<file path="src/hdl/dos_pkg.sv">
// package: constants, register map and types for the digital output sequencer
package dos_pkg;

  // ------------------------------------------------------------------
  // register map (byte offsets on the ahb-lite bus)
  // ------------------------------------------------------------------
  localparam logic [7:0]  DOS_OFF_DIRECT   = 8'h00;  // direct pattern set
  localparam logic [7:0]  DOS_OFF_SETUP    = 8'h04;  // channel and pattern count
  localparam logic [7:0]  DOS_OFF_INTERVAL = 8'h08;  // step interval, 100 us units
  localparam logic [7:0]  DOS_OFF_START    = 8'h0c;  // step count and trigger, starts
  localparam logic [7:0]  DOS_OFF_STATUS   = 8'h10;  // sequencer state, read only
  localparam logic [7:0]  DOS_OFF_PAT_BASE = 8'h80;  // 32 pattern words 0x80..0xfc

  // ------------------------------------------------------------------
  // field positions
  // ------------------------------------------------------------------
  localparam int DOS_SETUP_CNT_LSB   = 8;   // pattern count field in setup
  localparam int DOS_START_TRIG_BIT  = 16;  // trigger selector in start
  localparam int DOS_STAT_IDX_LSB    = 4;   // current index in status
  localparam int DOS_STAT_LINES_LSB  = 16;  // output lines in status

  // ------------------------------------------------------------------
  // protocol values
  // ------------------------------------------------------------------
  localparam logic [5:0]  DOS_CHAN_PORT1   = 6'h1f;    // channel 31
  localparam logic [5:0]  DOS_CHAN_PORT2   = 6'h20;    // channel 32
  localparam logic [5:0]  DOS_MAX_PATTERNS = 6'h20;    // 32 stored codes
  localparam logic [15:0] DOS_MAX_STEPS    = 16'h2fff; // 12287 steps
  localparam logic [15:0] DOS_STEPS_CONT   = 16'hffff; // -1, run forever
  localparam logic [3:0]  DOS_FIRST_HIGH   = 4'hc;     // codes 12..15 drive lines 5,6

  // ------------------------------------------------------------------
  // timing: interval unit is the smallest programmable interval
  // ------------------------------------------------------------------
  localparam int DOS_UNIT_NS    = 100000;  // 0.0001 s
  localparam int DOS_CLK_NS     = 25;      // 40 mhz
  localparam int DOS_UNIT_CYC_I = DOS_UNIT_NS / DOS_CLK_NS;
  localparam logic [11:0] DOS_UNIT_CYC = 12'(DOS_UNIT_CYC_I);
  localparam logic [27:0] DOS_MAX_UNITS = 28'd160000000;  // 16000 s

  // ------------------------------------------------------------------
  // types
  // ------------------------------------------------------------------
  typedef enum logic [1:0] {DOS_IDLE, DOS_ARMED, DOS_RUN} dos_fsm_t;

  typedef struct packed {
    dos_fsm_t         fsm;        // sequencer state
    logic             pend_wr;    // write data phase pending
    logic [7:0]       pend_addr;  // address of pending write
    logic [5:0]       lines;      // output line levels
    logic [5:0]       chan;       // accepted channel
    logic [5:0]       cnt;        // stored pattern count
    logic             valid;      // a good setup is held
    logic [31:0][3:0] pat;        // stored pattern codes
    logic [27:0]      interval;   // step interval in units
    logic [13:0]      steps_left; // steps still to output
    logic             cont;       // continuous playback
    logic [4:0]       idx;        // index of pattern on the lines
    logic [11:0]      pre;        // unit prescaler
    logic [27:0]      ivl_cnt;    // units elapsed in this step
    logic             btn_q;      // button level last cycle
    logic [31:0]      hrdata;     // read data for the data phase
    logic             hresp;      // bus response, always okay
  } dos_st_t;

endpackage : dos_pkg

</file>
<file path="src/hdl/dos_sequencer.sv">
// module: six-line digital output sequencer with ahb-lite register access
//
// The placing of the registers and the AHB-Lite register port were left to the implementer.
`timescale 1ns/100ps
`default_nettype none

// Overview of operation
// code 0-11 drives lines 1-4, 12-15 lines 5-6
// command value alone sets every line state
// direct set applies pattern and holds it
// direct code zero turns all lines off
// setup accepted only on this unit's channel
// setup holds 1 to 32 pattern codes
// host sends exactly the declared pattern count
// step advances once per programmed interval
// step count 1 to 12287, -1 runs forever
// after last pattern wrap to first
// stop after total programmed steps output
// trigger 1 waits for start button press
// trigger 0 starts playback immediately
// host initialises, sets up, then starts
// reset leaves lines off, sequencer idle
// first pattern at start, then one interval apart
module dos_sequencer
  import dos_pkg::*;
#(
  parameter logic [5:0] PORT_CHANNEL = DOS_CHAN_PORT1  // channel this unit answers to
)(
  input  wire logic        hclk,
  input  wire logic        hresetn,
  input  wire logic        hsel,
  input  wire logic [31:0] haddr,
  input  wire logic [1:0]  htrans,
  input  wire logic        hwrite,
  input  wire logic [2:0]  hsize,
  input  wire logic [31:0] hwdata,
  input  wire logic        hready,
  input  wire logic        start_button,
  output logic             hreadyout,
  output logic             hresp,
  output logic [31:0]      hrdata,
  output logic             output_line_1,
  output logic             output_line_2,
  output logic             output_line_3,
  output logic             output_line_4,
  output logic             output_line_5,
  output logic             output_line_6
);

  // ------------------------------------------------------------------
  // helpers
  // ------------------------------------------------------------------

  // code to line levels; lines of the other group are driven inactive
  function automatic logic [5:0] dos_decode(input logic [3:0] code);
    logic [5:0] r;
    r = 6'h00;
    if (code < DOS_FIRST_HIGH)
      r[3:0] = code;
    else
      r[5:4] = code[1:0];
    return r;
  endfunction : dos_decode

  // ------------------------------------------------------------------
  // state
  // ------------------------------------------------------------------
  dos_st_t    st_q;      // every flop of the block
  dos_st_t    st_d;      // next value
  logic       addr_ok;   // address phase taken
  logic       btn_rise;  // start button pressed this cycle
  logic       emit;      // put pattern nidx on the lines
  logic [4:0] nidx;      // index to emit
  logic [15:0] steps_w;  // step count in a start write
  logic [5:0]  cnt_w;    // count in a setup write

  assign addr_ok  = hsel & htrans[1] & hready;
  assign btn_rise = start_button & ~st_q.btn_q;
  assign steps_w  = hwdata[15:0];
  assign cnt_w    = hwdata[DOS_SETUP_CNT_LSB +: 6];

  // outputs straight from flops, hreadyout tied high; bus never stalls
  assign hreadyout     = 1'b1;
  assign hresp         = st_q.hresp;
  assign hrdata        = st_q.hrdata;
  assign output_line_1 = st_q.lines[0];
  assign output_line_2 = st_q.lines[1];
  assign output_line_3 = st_q.lines[2];
  assign output_line_4 = st_q.lines[3];
  assign output_line_5 = st_q.lines[4];
  assign output_line_6 = st_q.lines[5];

  // ------------------------------------------------------------------
  // next state: sequencer, then bus writes, then pattern emit
  // ------------------------------------------------------------------
  always_comb
  begin
    st_d       = st_q;
    emit       = 1'b0;
    nidx       = 5'h00;
    st_d.btn_q = start_button;
    st_d.hresp = 1'b0;

    // sequencer
    case (st_q.fsm)
      DOS_IDLE:
      begin
        // lines hold the last pattern
      end
      DOS_ARMED:
      begin
        if (btn_rise)
        begin
          st_d.fsm     = DOS_RUN;
          st_d.pre     = 12'h000;
          st_d.ivl_cnt = 28'h0000000;
          emit         = 1'b1;
          nidx         = 5'h00;
        end
      end
      DOS_RUN:
      begin
        // prescaler makes one pulse per interval unit
        if (st_q.pre == DOS_UNIT_CYC - 12'h001)
        begin
          st_d.pre = 12'h000;
          // interval of zero is treated as one unit
          if (st_q.ivl_cnt + 28'h0000001 >= st_q.interval)
          begin
            st_d.ivl_cnt = 28'h0000000;
            emit         = 1'b1;
            // wrap at the stored count
            if ({1'b0, st_q.idx} + 6'h01 >= st_q.cnt)
              nidx = 5'h00;
            else
              nidx = st_q.idx + 5'h01;
          end
          else
            st_d.ivl_cnt = st_q.ivl_cnt + 28'h0000001;
        end
        else
          st_d.pre = st_q.pre + 12'h001;
      end
      default:
        st_d.fsm = DOS_IDLE;
    endcase

    // address phase: latch write, prepare read data
    st_d.pend_wr = addr_ok & hwrite;
    if (addr_ok)
      st_d.pend_addr = haddr[7:0];
    if (addr_ok & ~hwrite)
    begin
      st_d.hrdata = 32'h00000000;            // unmapped reads zero
      if (haddr[7])
        st_d.hrdata = {28'h0000000, st_q.pat[haddr[6:2]]};
      else
        case (haddr[7:0])
          DOS_OFF_DIRECT:
            st_d.hrdata = {26'h0000000, st_q.lines};
          DOS_OFF_SETUP:
            st_d.hrdata = {18'h00000, st_q.cnt, 2'h0, st_q.chan};
          DOS_OFF_INTERVAL:
            st_d.hrdata = {4'h0, st_q.interval};
          DOS_OFF_START:
            st_d.hrdata = {17'h00000, st_q.cont, st_q.steps_left};
          DOS_OFF_STATUS:
            st_d.hrdata = {10'h000, st_q.lines, 6'h00, st_q.valid, st_q.idx,
                           2'h0, st_q.fsm};
          default:
            st_d.hrdata = 32'h00000000;
        endcase
    end

    // data phase of a write; an accepted direct, setup or start write overrides a step in the same cycle
    if (st_q.pend_wr)
    begin
      if (st_q.pend_addr[7])
        st_d.pat[st_q.pend_addr[6:2]] = hwdata[3:0];
      else
        case (st_q.pend_addr)
          DOS_OFF_DIRECT:
          begin
            // direct set stops playback and holds the code
            st_d.fsm   = DOS_IDLE;
            emit       = 1'b0;
            st_d.lines = dos_decode(hwdata[3:0]);
          end
          DOS_OFF_SETUP:
          begin
            // only this unit's channel and a legal count are taken
            if (hwdata[5:0] == PORT_CHANNEL &&
                cnt_w != 6'h00 && cnt_w <= DOS_MAX_PATTERNS)
            begin
              st_d.chan  = hwdata[5:0];
              st_d.cnt   = cnt_w;
              st_d.valid = 1'b1;
              st_d.fsm   = DOS_IDLE;
              emit       = 1'b0;
            end
          end
          DOS_OFF_INTERVAL:
          begin
            // clipped to the longest legal interval
            if (hwdata[27:0] > DOS_MAX_UNITS)
              st_d.interval = DOS_MAX_UNITS;
            else
              st_d.interval = hwdata[27:0];
          end
          DOS_OFF_START:
          begin
            // start needs a held setup and a legal step count
            if (st_q.valid && (steps_w == DOS_STEPS_CONT ||
                (steps_w != 16'h0000 && steps_w <= DOS_MAX_STEPS)))
            begin
              st_d.cont       = (steps_w == DOS_STEPS_CONT);
              st_d.steps_left = steps_w[13:0];
              st_d.pre        = 12'h000;
              st_d.ivl_cnt    = 28'h0000000;
              if (hwdata[DOS_START_TRIG_BIT])
              begin
                st_d.fsm = DOS_ARMED;
                emit     = 1'b0;
              end
              else
              begin
                st_d.fsm = DOS_RUN;
                emit     = 1'b1;
                nidx     = 5'h00;
              end
            end
          end
          default:
          begin
            // unmapped write ignored
          end
        endcase
    end

    // emit one step; finish when the last counted step is out
    if (emit)
    begin
      st_d.idx   = nidx;
      st_d.lines = dos_decode(st_d.pat[nidx]);
      if (!st_d.cont)
      begin
        st_d.steps_left = st_d.steps_left - 14'h0001;
        if (st_d.steps_left == 14'h0000)
          st_d.fsm = DOS_IDLE;
      end
    end
  end

  // ------------------------------------------------------------------
  // state register: reset leaves lines off and the sequencer idle
  // ------------------------------------------------------------------
  always_ff @(posedge hclk or negedge hresetn)
  begin
    if (!hresetn)
    begin
      st_q          <= '0;
      st_q.fsm      <= DOS_IDLE;
      st_q.interval <= 28'h0000001;
    end
    else
      st_q <= st_d;
  end
endmodule : dos_sequencer

`default_nettype wire

</file>
<file path="config.mk">
export PLATFORM = sky130hd
export DESIGN_NAME = dos_sequencer
export DESIGN_NICKNAME = d
export VERILOG_FILES = /design/src/hdl/dos_pkg.sv /design/src/hdl/dos_sequencer.sv
export SDC_FILE = /design/constraint.sdc
export NUM_CORES = 1
export LEC_CHECK = 0
export ABC_AREA = 0
export BUFFER_PORTS_ARGS = -buffer_cell sky130_fd_sc_hd__buf_2
export CAP_MARGIN = 20
export CORE_MARGIN = 10
export CORE_UTILIZATION = 63
export CTS_BUF_LIST = sky130_fd_sc_hd__clkbuf_4
export CTS_CLUSTER_DIAMETER = 60
export DETAILED_ROUTE_END_ITERATION = 10
export PLACE_DENSITY = 0.85
export SLEW_MARGIN = 15
export SYNTH_ARGS = -nofsm -noshare
export SYNTH_HDL_FRONTEND = slang
export SYNTH_SLANG_ARGS = --single-unit
</file>
<file path="constraint.sdc">
create_clock -name hclk -period 5.59 [get_ports hclk]
set_input_delay 1.118 -clock hclk [delete_from_list [all_inputs] [get_ports hclk]]
set_output_delay 1.118 -clock hclk [all_outputs]
set_load 0.05 [all_outputs]
</file>
==> run summary <==
LOGIC SYNTHESIS
---------------------------------------------------------------------------------
Average cell area after synthesis ..................................    10.1 um^2
Post-synthesis compound-gate area fraction .........................        14.9%
Area share of fa/ha/maj cells after synthesis ......................        3.22%
Number of synthesis warnings .......................................            0
Main combinational cell family by area after synthesis ............. multiplexers
Post-synthesis cell count ..........................................         1659
Multiplexer share of the synthesized area ..........................        18.2%
Sequential cell area fraction in the yosys report ..................        41.3%
Most used flip-flop cell after synthesis ........................... sky130_fd_sc_hd__dfrtp_1
Post-synth cell types ..............................................           86
Simple logic cell fraction of the synthesized area .................        14.8%
Top cell type's share of synthesized area ..........................        41.1%
Post-synthesis xor/xnor area fraction ..............................        2.41%
Post-synthesis instance area .......................................   16700 um^2
Post-synthesis sequential element count ............................          275
Async set-reset flop share out of synthesis ........................         100%
Cells taking the most area after synthesis ......................... sky130_fd_sc_hd__dfrtp_1, sky130_fd_sc_hd__mux2_2, sky130_fd_sc_hd__mux4_2
Ranking of synthesized cells by instance count ..................... sky130_fd_sc_hd__dfrtp_1, sky130_fd_sc_hd__nand2_1, sky130_fd_sc_hd__nor2_1
Library cell occupying the most area in the post-synthesis netlist . sky130_fd_sc_hd__dfrtp_1
Post-synth EDFFs ...................................................            0
Top-count cell post-synth .......................................... sky130_fd_sc_hd__dfrtp_1

CRITICAL PATH
---------------------------------------------------------------------------------
Crit Path Max Fanout ...............................................           11
Setup crit end kind ................................................     register
Signal arrival time at the worst endpoint ..........................      5.87 ns
Start-to-end type of the worst setup path ..........................      reg2reg
Critical Path RT ...................................................      6.13 ns
Cells traversed along the worst timing path ........................ ha_2 -> nand3_1 -> nor3_2 -> nand2_1 -> or2_1 -> or2_2 -> or3_1 -> nor2_2 -> xor2_1 -> ha_1 -> nand4_1 -> nor4_2 -> buf_4 -> nand2_1 -> o211ai_1 -> buf_12 -> o211ai_2 -> buf_4 -> nor2_1 -> o211ai_1 -> a32o_1 -> a211oi_2 -> o221ai_1
Largest stage delay, worst path ....................................      0.42 ns
Slowest cell on the critical path .................................. sky130_fd_sc_hd__dfrtp_1
Critical path startpoint category ..................................     register

CLOCK TREE
---------------------------------------------------------------------------------
Number of buffers on the longest clock path ........................            3
Number of clock buffers inserted by TritonCTS ......................           74
Clock-pin slew on the worst setup and hold paths ...................      0.06 ns
H-tree levels ......................................................            3
Clk Tree Root Cell ................................................. sky130_fd_sc_hd__clkbuf_4
Clock tree from TritonCTS ..........................................         done
CTS sink cnt .......................................................          275
Worst-Skew Late Latency ............................................      0.71 ns
Post-CTS Hold Buffers ..............................................            0

ROUTING
---------------------------------------------------------------------------------
Length of the first detailed-routing pass in iterations ............            7
Routed via count divided by cell count .............................         6.85
Number of nets with antenna violations after routing ...............            0
Initial drt markers ................................................         1971
Average routed wire per standard cell ..............................      23.9 um
Post-Route WL ......................................................     51000 um
Routed via count ...................................................        14631
Residual DRC count .................................................            0

FINAL LAYOUT
---------------------------------------------------------------------------------
Fill cells .........................................................         1813
Area of all sequential standard cells ..............................    6880 um^2
Share of layout cells above drive strength 1 .......................        25.9%
Number of nets at the end of the flow ..............................         1865
Area taken by multi-input logic gates ..............................    9070 um^2
Layout overhead on the synthesized area ............................        10.5%

GRT
---------------------------------------------------------------------------------
First-pass GRT wire length .........................................     79200 um
Via count of the first global-routing pass .........................        14276
Combined global-route utilization of all metal layers ..............        29.9%
Maximum number of pins on one net before global-route repair .......          138
Antenna violations before repair ...................................            2
Grt total ovfl .....................................................            0

TIMING
---------------------------------------------------------------------------------
Final clock skew ...................................................    0.0358 ns
Least-Margin Pin Slew ..............................................      1.09 ns
Number of hold-slack violations in the final timing report .........            0
Normalized max-slew margin .........................................        27.3%
Share of the clock period used by the worst path ...................        95.4%
Final Hold Slack ...................................................     0.368 ns
RSZ-0062 raised after global routing ...............................        false
Slew Limit Fails ...................................................            0
Final TNS setup ....................................................         0 ns
Final setup violation count ........................................            0
Shortest period the worst path allows ..............................      5.33 ns
Achievable Freq ....................................................      188 MHz

FLOORPLANNING
---------------------------------------------------------------------------------
Horizontal extent of the die .......................................       183 um
Height of the chip .................................................       183 um
Standard-cell rows .................................................           59
Overall die area ...................................................   33400 um^2
Placeable core area ................................................   26100 um^2
Top-level I/O count ................................................          115
Initial core utilization ...........................................        64.0%

RUN STATUS
---------------------------------------------------------------------------------
Result of the run .................................................. finished, final reports clean

PWR
---------------------------------------------------------------------------------
Net switching power ................................................    0.00141 W
Internal power contribution ........................................    0.00335 W
Peak ir drop on the vdd network ....................................     0.244 mV
Static leakage power ...............................................      8.53 nW
Combinational fraction of design power .............................        14.7%
Switching Fraction .................................................        29.6%
Proportion of power drawn by the clock network .....................        38.7%
Power per unit of standard cell area ...............................  258 nW/um^2
Sequential share of power ..........................................        46.6%

PLACEMENT
---------------------------------------------------------------------------------
Number of port buffers .............................................           76
Placed wire-length estimate after detailed placement ...............     36800 um
RD Place Congestion ................................................         1.08

MIN PATH
---------------------------------------------------------------------------------
Class of the tightest hold or removal check ........................     in2async

JOB
---------------------------------------------------------------------------------
Max-cap violations .................................................            0

## area by class of cell
cell class                 instances  share of cell area (%)
antenna                            3                  0.0407
clock inverter                    16                   0.638
tap                              335                    2.27
clock buffer                     110                    4.48
multi-input combinational       1194                    49.2
sequential                       275                    37.3
inverter                          70                    1.42
timing repair buffer             132                    4.60
## final timing paths
check	start	endpoint	slack [ns]	cells after the start
max	st_q[34]$_DFF_PN0_	output_line_5$_DFFE_PN0P_	0.26	23
min	hresetn	st_q[217]$_DFF_PN0_	0.37	1
max reg2reg	st_q[34]$_DFF_PN0_	output_line_5$_DFFE_PN0P_	0.26	23
min reg2reg	st_q[259]$_DFFE_PN0P_	st_q[259]$_DFFE_PN0P_	0.47	1
max in group asynchronous	hresetn	st_q[168]$_DFF_PN0_	3.98	2
min in group hclk	st_q[259]$_DFFE_PN0P_	st_q[259]$_DFFE_PN0P_	0.47	1
## worst max-delay path, delay by kind of cell (launching register included)
| family | cells | cell delay (ns) |
|---|---|---|
| AOI/OAI and AO/OA | 6 | 1.23 |
| xor gates and xnor gates | 1 | 0.09 |
| and+or+nand+nor | 11 | 2.35 |
| adders and majority gates | 2 | 0.54 |
| DFF | 1 | 0.42 |
| buffers and inverters | 3 | 0.56 |
## sequential cells by signal (all words and copies together) (netlist names)
name           cells
output_line_6      1
output_line_1      1
hrdata            28
output_line_5      1
st_q             241
output_line_4      1
output_line_3      1
output_line_2      1
## per-stage QoR
stage	instances	utilization (%)	instance area, um^2	worst slack, ns	power [W]
2_1_floorplan	1663	-	16700	0.450	0.00268
3_3_place_gp	2005	66.7	17400	0.139	0.00288
3_5_place_dp	2005	66.7	17400	0.0584	0.00292
4_1_cts	2131	70.3	18300	0.0231	0.00474
5_1_grt	2134	70.7	18400	0.0340	0.00493
6_report	2135	70.8	18400	0.258	0.00475
## layer usage
layer / routed length [um] / vias up / track usage, % / part of all wire, %
li1: - / 6293 / - / -
met1: 20000 / 7194 / 39.7 / 39
met2: 22200 / 1001 / 44.0 / 44
met3: 7420 / 143 / 11.3 / 15
met4: 1410 / 0 / 10.8 / 2.8
met5: 0 / - / 0 / 0
## power groups by stage
stage                     combinational [W]  sequential, W  clock, W
after detailed placement           0.000677        0.00224         0
after floorplan                    0.000493        0.00218         0
final                              0.000699        0.00221   0.00184
after CTS                          0.000679        0.00220   0.00186
after global routing               0.000752        0.00222   0.00196
after global placement             0.000653        0.00223         0
## placed cells by master (no fill, tap or decap), drive strengths merged, types with 11 or more instances in the layout
cell type    n
clkbuf     110
mux4        48
nor3        37
a21o        21
nand2      148
xnor2       31
a22oi       24
and3        11
o21a        11
mux2i       51
nand2b      16
ha          43
inv         70
nand3       45
nor4        11
and2        11
nor2       141
xor2        15
o21ai      105
o211ai      19
or3         20
clkinv      13
mux2       128
a211oi      12
buf        132
a21oi       59
dfrtp      274
nand4       22
## cells by family (layout without fill, tap and decap cells)
logic type / count (synthesis) / count (layout)
and+or+nand+nor: 510 / 510
buffers and inverters: 194 / 328
DFF: 275 / 275
xor gates and xnor gates: 46 / 46
other: 2 / 9
adders and majority gates: 43 / 43
AOI/OAI and AO/OA: 362 / 362
muxes: 227 / 227
## timing repair
action	CTS	global route
gates resized for setup	0	21
buffers inserted	0	1
endpoints found under the setup margin	0	12
No activity file was read; power rests on OpenSTA's default activity.
